$ cat src/rtl/cpw_pkg.sv
// constants shared by the cascaded pwm block and its source clock selector
// assumes a single 25 MHz clock and an apb slave register file
package cpw_pkg;

  // ==========================================================
  // register byte offsets
  localparam logic [7:0] CPW_OFS_CTRL = 8'h00;
  localparam logic [7:0] CPW_OFS_MODE = 8'h04;
  localparam logic [7:0] CPW_OFS_DUTYLO = 8'h08;
  localparam logic [7:0] CPW_OFS_DUTYHI = 8'h0c;
  localparam logic [7:0] CPW_OFS_STATUS = 8'h10;
  localparam logic [7:0] CPW_OFS_EFFDUTY = 8'h14;

  // ==========================================================
  // field positions
  localparam int CPW_CTRL_RUN = 0;
  localparam int CPW_MODE_IDLE = 0;
  localparam int CPW_MODE_BUFEN = 1;
  localparam int CPW_MODE_EXTCLK = 2;
  localparam int CPW_MODE_SEL_LO = 4;
  localparam int CPW_MODE_LOWSPD = 8;
  localparam int CPW_MODE_SLOWPRE = 9;

  // ==========================================================
  // reset values
  localparam logic [7:0] CPW_DUTY_RST = 8'hff;
  localparam logic [11:0] CPW_EFF_RST = 12'hfff;
  localparam logic [9:0] CPW_MODE_RST = 10'h000;

  // ==========================================================
  // counter and superframe figures
  localparam logic [7:0] CPW_CNT_TOP = 8'hff;
  localparam logic [7:0] CPW_CNT_ZERO = 8'h00;
  localparam logic [3:0] CPW_LAST_PERIOD = 4'hf;
  localparam logic [4:0] CPW_B0_PERIOD = 5'h09;
  localparam logic [2:0] CPW_B1_PHASE = 3'h5;
  localparam logic [1:0] CPW_B2_PHASE = 2'h3;

  // ==========================================================
  // gear clock divider masks, one per clock select code
  localparam int CPW_GEAR_W = 11;
  localparam logic [10:0] CPW_GEAR_MASK [8] = '{
    11'h7ff, 11'h3ff, 11'h0ff, 11'h03f, 11'h00f, 11'h003, 11'h001, 11'h000
  };
  // low frequency divider masks (/16, /8, /4)
  localparam logic [3:0] CPW_LF_DIV16 = 4'hf;
  localparam logic [3:0] CPW_LF_DIV8 = 4'h7;
  localparam logic [3:0] CPW_LF_DIV4 = 4'h3;
  localparam logic [2:0] CPW_SEL_LF16 = 3'h0;
  localparam logic [2:0] CPW_SEL_LF8 = 3'h1;
  localparam logic [2:0] CPW_SEL_LF4 = 3'h7;

endpackage

$ cat src/rtl/cpw_src_clock.sv
// source clock selector: gear divider, low frequency divider, external pin
// assumes all pins synchronous to clk; emits one-cycle enable pulses
`timescale 1ns/1ps
`default_nettype none
module cpw_src_clock #(
  parameter int GEAR_W = cpw_pkg::CPW_GEAR_W
) (
  input wire logic clk,
  input wire logic nrst,
  input wire logic [2:0] clockSelectField,
  input wire logic extClkSel,
  input wire logic lowSpeedMode,
  input wire logic slowPrescaleSelect,
  input wire logic extClockPin,
  input wire logic lowFreqClock,
  output logic srcTick
);
  import cpw_pkg::*;

  // ==========================================================
  // elaboration check
  if (GEAR_W != CPW_GEAR_W)
  begin : g_bad_width
    $error("gear divider width must match the mask table");
  end

  logic [GEAR_W-1:0] gearCnt_r, gearCnt_nxt;
  logic [3:0] lfCnt_r, lfCnt_nxt;
  logic lfPrev_r, extPrev_r;
  logic tick_r, tick_nxt;
  logic lfEdge, extEdge;

  // ==========================================================
  // dividers and edge pick
  always_comb
  begin
    lfEdge = lowFreqClock & ~lfPrev_r;
    extEdge = extClockPin & ~extPrev_r; // rising edge, pin held two cycles
    gearCnt_nxt = gearCnt_r + 1'b1;
    lfCnt_nxt = lfEdge ? lfCnt_r + 1'b1 : lfCnt_r;
    tick_nxt = 1'b0;
    if (extClkSel)
    begin
      tick_nxt = extEdge; // outside party keeps pin under half the gear rate
    end
    else if (lowSpeedMode || (slowPrescaleSelect && clockSelectField <= CPW_SEL_LF8))
    begin
      // only fs/16, fs/8, fs/4 are valid here
      unique case (clockSelectField)
        CPW_SEL_LF16: tick_nxt = lfEdge && ((lfCnt_r & CPW_LF_DIV16) == CPW_LF_DIV16);
        CPW_SEL_LF8: tick_nxt = lfEdge && ((lfCnt_r & CPW_LF_DIV8) == CPW_LF_DIV8);
        CPW_SEL_LF4: tick_nxt = lfEdge && ((lfCnt_r & CPW_LF_DIV4) == CPW_LF_DIV4);
        default: tick_nxt = 1'b0;
      endcase
    end
    else
    begin
      // gear clock divided by 2^11 .. 1
      tick_nxt = (gearCnt_r & CPW_GEAR_MASK[clockSelectField]) == CPW_GEAR_MASK[clockSelectField];
    end
  end

  // ==========================================================
  // registers
  always_ff @(posedge clk)
  begin
    if (!nrst)
    begin
      gearCnt_r <= '0;
      lfCnt_r <= 4'h0;
      lfPrev_r <= 1'b0;
      extPrev_r <= 1'b0;
      tick_r <= 1'b0;
    end
    else
    begin
      gearCnt_r <= gearCnt_nxt;
      lfCnt_r <= lfCnt_nxt;
      lfPrev_r <= lowFreqClock;
      extPrev_r <= extClockPin;
      tick_r <= tick_nxt;
    end
  end

  assign srcTick = tick_r;

endmodule
`default_nettype wire

$ cat src/rtl/cpw_cascaded_pwm.sv
// cascaded 12-bit pwm: 8-bit duty compare, 4-bit period stretching, apb registers
// assumes apb master on clk, synchronous active-low reset, pins synchronous
// Overview of operation
// clearing run halts counter, clears to zero
// stopped output returns to idle level
// external clock within allowed frequency limit
// external clock phases last two cycles
// buffer enable bit selects double buffering
// running buffered write lands only in buffer
// sixteenth overflow raises irq, commits buffer
// buffered duty reads return last written
// stopped buffered write updates both copies
// unbuffered write takes effect at once
// duty below count waits for overflow
// duty equal to count matches immediately
// unbuffered write during stretch shifts edge
// clock select code picks gear divisor
// output inverts at duty or duty+1
// mask bits stretch fixed superframe periods
// wrap at 256, idle level, overflow irq
// software writes low then high duty
// stopping resets superframe position
// low speed allows only fs divisors
//
// Added by the designer: the register offsets and the APB interface to the registers.
`timescale 1ns/1ps
`default_nettype none
module cpw_cascaded_pwm (
  input wire logic clk,
  input wire logic nrst,
  input wire logic psel,
  input wire logic penable,
  input wire logic pwrite,
  input wire logic [7:0] paddr,
  input wire logic [31:0] pwdata,
  output logic [31:0] prdata,
  output logic pready,
  output logic pslverr,
  input wire logic extClockPin,
  input wire logic lowFreqClock,
  output logic modulatedOutPin,
  output logic overflowIrq,
  output logic superframeIrq
);
  import cpw_pkg::*;

  // ==========================================================
  // register state
  logic run_r, run_nxt;
  logic [9:0] mode_r, mode_nxt;
  logic [7:0] dutyLow_r, dutyLow_nxt;
  logic [7:0] dutyHigh_r, dutyHigh_nxt;
  logic [11:0] dutyBuf_r, dutyBuf_nxt;
  logic [11:0] effDuty_r, effDuty_nxt;
  logic [31:0] prdata_r, prdata_nxt;
  logic pready_r, pready_nxt;
  logic pslverr_r, pslverr_nxt;

  // ==========================================================
  // counter state
  logic [7:0] count_r, count_nxt;
  logic [3:0] period_r, period_nxt;
  logic matched_r, matched_nxt;
  logic pin_r, pin_nxt;
  logic ovf_r, ovf_nxt;
  logic sf_r, sf_nxt;

  logic srcTick;
  logic idleLevel, bufferEnableBit;
  logic access, wrStrobe, mapped;
  logic hiWrite;
  logic [11:0] newDuty;
  logic [4:0] periodNum;
  logic stretch;
  logic [8:0] target;
  logic wrap, commit;

  assign idleLevel = mode_r[CPW_MODE_IDLE];
  assign bufferEnableBit = mode_r[CPW_MODE_BUFEN];

  // ==========================================================
  // source clock selector
  cpw_src_clock #(
    .GEAR_W(CPW_GEAR_W)
  ) u_src (
    .clk(clk),
    .nrst(nrst),
    .clockSelectField(mode_r[CPW_MODE_SEL_LO +: 3]),
    .extClkSel(mode_r[CPW_MODE_EXTCLK]),
    .lowSpeedMode(mode_r[CPW_MODE_LOWSPD]),
    .slowPrescaleSelect(mode_r[CPW_MODE_SLOWPRE]),
    .extClockPin(extClockPin),
    .lowFreqClock(lowFreqClock),
    .srcTick(srcTick)
  );

  // ==========================================================
  // apb decode, one wait state
  always_comb
  begin
    access = psel & penable;
    wrStrobe = access & pready_r & pwrite;
    mapped = (paddr == CPW_OFS_CTRL) || (paddr == CPW_OFS_MODE) || (paddr == CPW_OFS_DUTYLO)
      || (paddr == CPW_OFS_DUTYHI) || (paddr == CPW_OFS_STATUS) || (paddr == CPW_OFS_EFFDUTY);
    pready_nxt = access & ~pready_r;
    pslverr_nxt = access & ~pready_r & ~mapped;
    prdata_nxt = 32'h0000_0000;
    if (access && !pready_r && !pwrite)
    begin
      unique case (paddr)
        CPW_OFS_CTRL: prdata_nxt = {31'h0, run_r};
        CPW_OFS_MODE: prdata_nxt = {22'h0, mode_r};
        CPW_OFS_DUTYLO: prdata_nxt = {24'h00_0000, dutyLow_r}; // last written copy
        CPW_OFS_DUTYHI: prdata_nxt = {24'h00_0000, dutyHigh_r};
        CPW_OFS_STATUS: prdata_nxt = {18'h0, run_r, pin_r, period_r, count_r};
        CPW_OFS_EFFDUTY: prdata_nxt = {20'h0_0000, effDuty_r};
        default: prdata_nxt = 32'h0000_0000;
      endcase
    end
  end

  // ==========================================================
  // software registers and duty buffering
  always_comb
  begin
    run_nxt = run_r;
    mode_nxt = mode_r;
    dutyLow_nxt = dutyLow_r;
    dutyHigh_nxt = dutyHigh_r;
    dutyBuf_nxt = dutyBuf_r;
    effDuty_nxt = effDuty_r;
    hiWrite = wrStrobe && (paddr == CPW_OFS_DUTYHI);
    newDuty = {pwdata[3:0], dutyLow_r}; // low written first by software
    if (wrStrobe && paddr == CPW_OFS_CTRL)
    begin
      run_nxt = pwdata[CPW_CTRL_RUN];
    end
    if (wrStrobe && paddr == CPW_OFS_MODE && !run_r)
    begin
      mode_nxt = pwdata[9:0]; // mode frozen while running
    end
    if (wrStrobe && paddr == CPW_OFS_DUTYLO)
    begin
      dutyLow_nxt = pwdata[7:0];
    end
    if (commit)
    begin
      effDuty_nxt = dutyBuf_r; // superframe commit
    end
    if (hiWrite)
    begin
      dutyHigh_nxt = pwdata[7:0];
      dutyBuf_nxt = newDuty;
      if (!bufferEnableBit || !run_r) // buffer select
      begin
        effDuty_nxt = newDuty; // immediate effect
      end
      // running and buffered: effective copy untouched
    end
  end

  // ==========================================================
  // stretch selection for the current period
  always_comb
  begin
    periodNum = {1'b0, period_r} + 5'h01;
    stretch = (effDuty_r[0] && periodNum == CPW_B0_PERIOD)
      || (effDuty_r[1] && periodNum[2:0] == CPW_B1_PHASE)
      || (effDuty_r[2] && periodNum[1:0] == CPW_B2_PHASE)
      || (effDuty_r[3] && !periodNum[0]); // fixed period pattern
    target = {1'b0, effDuty_r[11:4]} + {8'h00, stretch}; // duty or duty+1
  end

  // ==========================================================
  // up counter, output pin and event pulses
  always_comb
  begin
    wrap = run_r && srcTick && (count_r == CPW_CNT_TOP);
    commit = wrap && bufferEnableBit && (period_r == CPW_LAST_PERIOD);
    count_nxt = count_r;
    period_nxt = period_r;
    matched_nxt = matched_r;
    pin_nxt = pin_r;
    ovf_nxt = 1'b0;
    sf_nxt = 1'b0;
    if (!run_r)
    begin
      count_nxt = CPW_CNT_ZERO; // halt and clear
      period_nxt = 4'h0; // superframe restarts
      matched_nxt = 1'b0;
      pin_nxt = idleLevel; // idle level while stopped
    end
    else if (wrap)
    begin
      count_nxt = CPW_CNT_ZERO; // wrap at 256
      period_nxt = period_r + 4'h1;
      matched_nxt = 1'b0;
      pin_nxt = idleLevel;
      ovf_nxt = 1'b1;
      sf_nxt = (period_r == CPW_LAST_PERIOD);
    end
    else
    begin
      if (srcTick)
      begin
        count_nxt = count_r + 8'h01;
      end
      // compared every clock, so equal writes match at once
      if (!matched_r && ({1'b0, count_r} == target))
      begin
        matched_nxt = 1'b1;
        pin_nxt = ~idleLevel;
      end
    end
  end

  // ==========================================================
  // registers
  always_ff @(posedge clk)
  begin
    if (!nrst)
    begin
      run_r <= 1'b0;
      mode_r <= CPW_MODE_RST;
      dutyLow_r <= CPW_DUTY_RST;
      dutyHigh_r <= CPW_DUTY_RST;
      dutyBuf_r <= CPW_EFF_RST;
      effDuty_r <= CPW_EFF_RST;
      prdata_r <= 32'h0000_0000;
      pready_r <= 1'b0;
      pslverr_r <= 1'b0;
      count_r <= CPW_CNT_ZERO;
      period_r <= 4'h0;
      matched_r <= 1'b0;
      pin_r <= 1'b0;
      ovf_r <= 1'b0;
      sf_r <= 1'b0;
    end
    else
    begin
      run_r <= run_nxt;
      mode_r <= mode_nxt;
      dutyLow_r <= dutyLow_nxt;
      dutyHigh_r <= dutyHigh_nxt;
      dutyBuf_r <= dutyBuf_nxt;
      effDuty_r <= effDuty_nxt;
      prdata_r <= prdata_nxt;
      pready_r <= pready_nxt;
      pslverr_r <= pslverr_nxt;
      count_r <= count_nxt;
      period_r <= period_nxt;
      matched_r <= matched_nxt;
      pin_r <= pin_nxt;
      ovf_r <= ovf_nxt;
      sf_r <= sf_nxt;
    end
  end

  assign prdata = prdata_r;
  assign pready = pready_r;
  assign pslverr = pslverr_r;
  assign modulatedOutPin = pin_r;
  assign overflowIrq = ovf_r;
  assign superframeIrq = sf_r;
endmodule
`default_nettype wire

$ cat config.mk
export PLATFORM = sky130hd
export DESIGN_NAME = cpw_cascaded_pwm
export DESIGN_NICKNAME = d
export VERILOG_FILES = /design/src/rtl/cpw_pkg.sv /design/src/rtl/cpw_src_clock.sv /design/src/rtl/cpw_cascaded_pwm.sv
export SDC_FILE = /design/constraint.sdc
export NUM_CORES = 1
export LEC_CHECK = 0
export BUFFER_PORTS_ARGS = -buffer_cell sky130_fd_sc_hd__buf_2
export CAP_MARGIN = 20
export CORE_ASPECT_RATIO = 1.4
export CORE_UTILIZATION = 25
export CTS_BUF_LIST = sky130_fd_sc_hd__clkbuf_4
export DETAILED_ROUTE_END_ITERATION = 6
export PLACE_DENSITY_LB_ADDON = 0.1
export SLEW_MARGIN = 25
export SYNTH_ARGS = -nofsm -noshare
export SYNTH_HDL_FRONTEND = slang
export SYNTH_SLANG_ARGS = --single-unit
$ cat constraint.sdc
create_clock -name clk -period 4.5 [get_ports clk]
set_clock_uncertainty 0.2 [all_clocks]
set_input_delay 0.9 -clock clk [delete_from_list [all_inputs] [get_ports clk]]
set_output_delay 0.9 -clock clk [all_outputs]
set_load 0.05 [all_outputs]
==> reports/qor.txt <==
Status: completed
Clock root buffer: clkbuf_4
Number of synthesized flops with an enable pin: 0
P_leak: 0.001918 µW
Pins Over Slew Limit: 0
Core Area: 0.01853 mm²
CTS buffer count: 9
Die W: 118.2 µm
DP Cell Count: 770
Dominant cell type by area after synthesis: dfxtp_1
Final HPWL DP: 8722 µm
Synth Warn #: 0
Largest net degree at the start of global routing: 69
Max cap viols: 0
RSZ-0062 raised after global routing: false
Max incr delay on CP: 530 ps
Final cell count without fillers: 787
Buf+Inv Stages, Crit Path: 0
Critical Path Sink Type: register
Pwr/cell area: 269.7 mW/mm²
Longest Clk Path Bufs: 2
Top cells by count, synth: dfxtp_1, nand2_1, mux2i_1
Max Fclk: 285.4 MHz
Drt wl/cell: 15.68 µm
Hold Crit Start: dutyHigh_r[6]$_SDFFE_PN1P_
CTS tree: built
Std cell rows: 59
Critical R2R Launch: period_r[0]$_SDFFE_PN0P_
Number of DRC markers in iteration 0: 194
Sequential element share of the synthesized area: 0.4109
Post-CTS sizing: 0
Worst-path clk slew: 160 ps
Switch share: 0.2861
Die area: 0.01947 mm²
Crit path required time: 4740 ps
Initial cell density of the core: 0.2550
Total number of vias: 3,643
IO Port Bufs: 43
GRT Total Usage: 0.1324
Crit path kind: reg2reg
Critical path arrival: 3740 ps
Final Hold Fails: 0
Slew margin rel.: 0.5091
# Post-CTS Setup Buffers: 0
Tightest Pin Transition: 735.8 ps
H-tree depth: 3
Fin util: 0.2815
Initial antenna violation count: 1
Vias in the first global route: 3,482
Crit-path most repeated cell: ha_1
Crit path launch: period_r[0]$_SDFFE_PN0P_
Ys flop type: dfxtp_1
Worst hold stages: 2
Layout Area Growth over Synthesis: 10.35%
Post-route ant nets: 0
Post-Syn Instances: 510
Sw Pwr: 402.4 µW
Logic pwr share: 0.071
Reg-to-Reg End: modulatedOutPin$_SDFFE_PN0P_
Clk_lat worst skew: 500 ps
R2R setup slack: 1000 ps
Yosys reg bits: 97
Cell family with most CP delay: compound AO/OA/AOI/OAI gates
Routed vias/inst: 4.629
NumNets Final: 593
Share of flip-flops with an asynchronous set or reset: 0
CTS hold repair buffers: 0
VDD IR max: 0.1177 mV
R2R cell count: 11
Min-Delay Path Class: reg2reg
Share of the synthesized area in the top cell type: 0.4109
Layout cell share with drive strength beyond 1: 0.1587
Seq pwr share: 0.619
Final GP Congestion: 0.7570
# DRC: 0
First drt pass iteration count: 6
Sink Count: 97
Setup violators final: 0
Crit share post-route: 0.7786
Int Pwr: 1004 µW
Clk pwr share: 0.309
Synth area leaders: dfxtp_1, mux2i_1, nor2b_1, nand2_1, a211oi_1
Die Y: 164.7 µm
I/O Pins: 84
Yosys cell types: 57
Setup Total Neg Slack: 0 ps
Final wirelength: 12,340 µm
Global-route wire length before repair: 19,510 µm
Synthesized cell area: 0.004726 mm²
Syn avg cell area: 9.266 µm²
Hold Path End: dutyHigh_r[6]$_SDFFE_PN1P_
Slowest cell on crit path: dfxtp_1
Critical-path cell list: ha_1 -> mux2i_1 -> a21oi_1 -> a31o_2 -> ha_1 -> ha_1 -> o21ba_2 -> a221oi_1 -> a21oi_1 -> nor4_2 -> mux2i_1
Count leader, synth: dfxtp_1
Final min period: 3504 ps
Critical path fanouts, max: 8
Crit start category: register
GRT Residual Overflow: 0
-- kinds of logic after synthesis --
| family | share of synthesized area |
|---|---|
| and+or+nand+nor | 0.2055 |
| DFF | 0.4109 |
| AOI/OAI and AO/OA | 0.1308 |
| buffers and inverters | 0.06354 |
| muxes | 0.1109 |
| xor gates and xnor gates | 0.05375 |
| adders and majority gates | 0.02383 |
| other | 0.0007935 |
-- final cells by class --
| cell class | count | area (µm²) |
|---|---|---|
| inverter | 6 | 22.52 |
| multi-input combinational | 373 | 2560 |
| antenna | 1 | 2.502 |
| fill | 2021 | 13310 |
| tap | 244 | 305.3 |
| clock inverter | 7 | 47.55 |
| sequential | 97 | 1942 |
| timing repair buffer | 50 | 267.8 |
| clock buffer | 9 | 67.56 |
-- registers in the layout, indices dropped and copies added, names as in the netlist --
register	count
u_src.srcTick	1
matched_r	1
u_src.lfPrev_r	1
pslverr	1
run_r	1
dutyLow_r	8
count_r	8
overflowIrq	1
u_src.extPrev_r	1
superframeIrq	1
modulatedOutPin	1
effDuty_r	12
u_src.gearCnt_r	11
u_src.lfCnt_r	4
mode_r	10
prdata	14
pready	1
dutyHigh_r	8
period_r	4
dutyBuf_r	8
-- power by group through the flow --
stage	Clock (µW)	Sequential [µW]	Combinational [µW]
after CTS	461	871	102
final	435	871	100
after global routing	495	872	110
after detailed placement	0	889	101
after global placement	0	889	101
after floorplan	0	891	80.7
-- through the flow --
stage / hold WS, ps / worst slack [ps] / total power [µW] / cell area (µm²)
2_1_floorplan: 238.8 / 1441 / 971.2 / 4790
3_3_place_gp: 256.3 / 1020 / 990.1 / 5090
3_5_place_dp: 258.2 / 1045 / 990.4 / 5097
4_1_cts: 297.0 / 986.6 / 1434 / 5213
5_1_grt: 320.4 / 685.6 / 1477 / 5215
6_report: 288.9 / 996.5 / 1407 / 5215
-- per-layer routing --
| layer | global-route usage | vias up | share of wire |
|---|---|---|---|
| met5 | 0 | - | 0 |
| met4 | 0.05186 | 0 | 0.015 |
| met3 | 0.03626 | 11 | 0.036 |
| met2 | 0.2270 | 63 | 0.50 |
| met1 | 0.1565 | 1739 | 0.44 |
| li1 | - | 1830 | - |
-- worst reg2reg max path, cell delays in order (launching register included) --
cell	delay [ps]
dfxtp_1	530
ha_1	330
mux2i_1	210
a21oi_1	90
a31o_2	270
ha_1	220
ha_1	300
o21ba_2	240
a221oi_1	310
a21oi_1	100
nor4_2	450
mux2i_1	220
-- placed cells by master (no fill, tap or decap), types with 4 or more instances in the layout --
cell type / netlist / routed
dfxtp_1: 97 / 97
nand2_1: 44 / 44
buf_2: 11 / 43
mux2i_1: 40 / 40
nor2_1: 32 / 32
nor2b_1: 30 / 30
o21ai_0: 20 / 20
a211oi_1: 20 / 20
conb_1: 1 / 18
xor2_1: 15 / 15
xnor2_1: 14 / 14
and2_1: 12 / 12
nand3_1: 11 / 11
nand4_1: 11 / 11
a21oi_1: 10 / 10
a22oi_1: 10 / 10
mux2_2: 9 / 9
ha_1: 9 / 9
clkbuf_4: 0 / 9
nor3_1: 8 / 8
a221oi_1: 8 / 8
buf_4: 19 / 7
inv_1: 6 / 6
and3_1: 4 / 4
or3_1: 4 / 4
-- how the worst max path moves through the flow --
| stage | endpoint | slack [ps] | cells after the start |
|---|---|---|---|
| 3_3_place_gp | modulatedOutPin$_SDFFE_PN0P_ | 1020 | 10 |
| 5_1_grt | modulatedOutPin$_SDFFE_PN0P_ | 690 | 12 |
| 6_report | modulatedOutPin$_SDFFE_PN0P_ | 1000 | 11 |
| 4_1_cts | modulatedOutPin$_SDFFE_PN0P_ | 990 | 10 |
| 3_5_place_dp | modulatedOutPin$_SDFFE_PN0P_ | 1040 | 11 |
| 2_1_floorplan | modulatedOutPin$_SDFFE_PN0P_ | 1440 | 12 |
No activity file was read; power rests on OpenSTA's default activity.
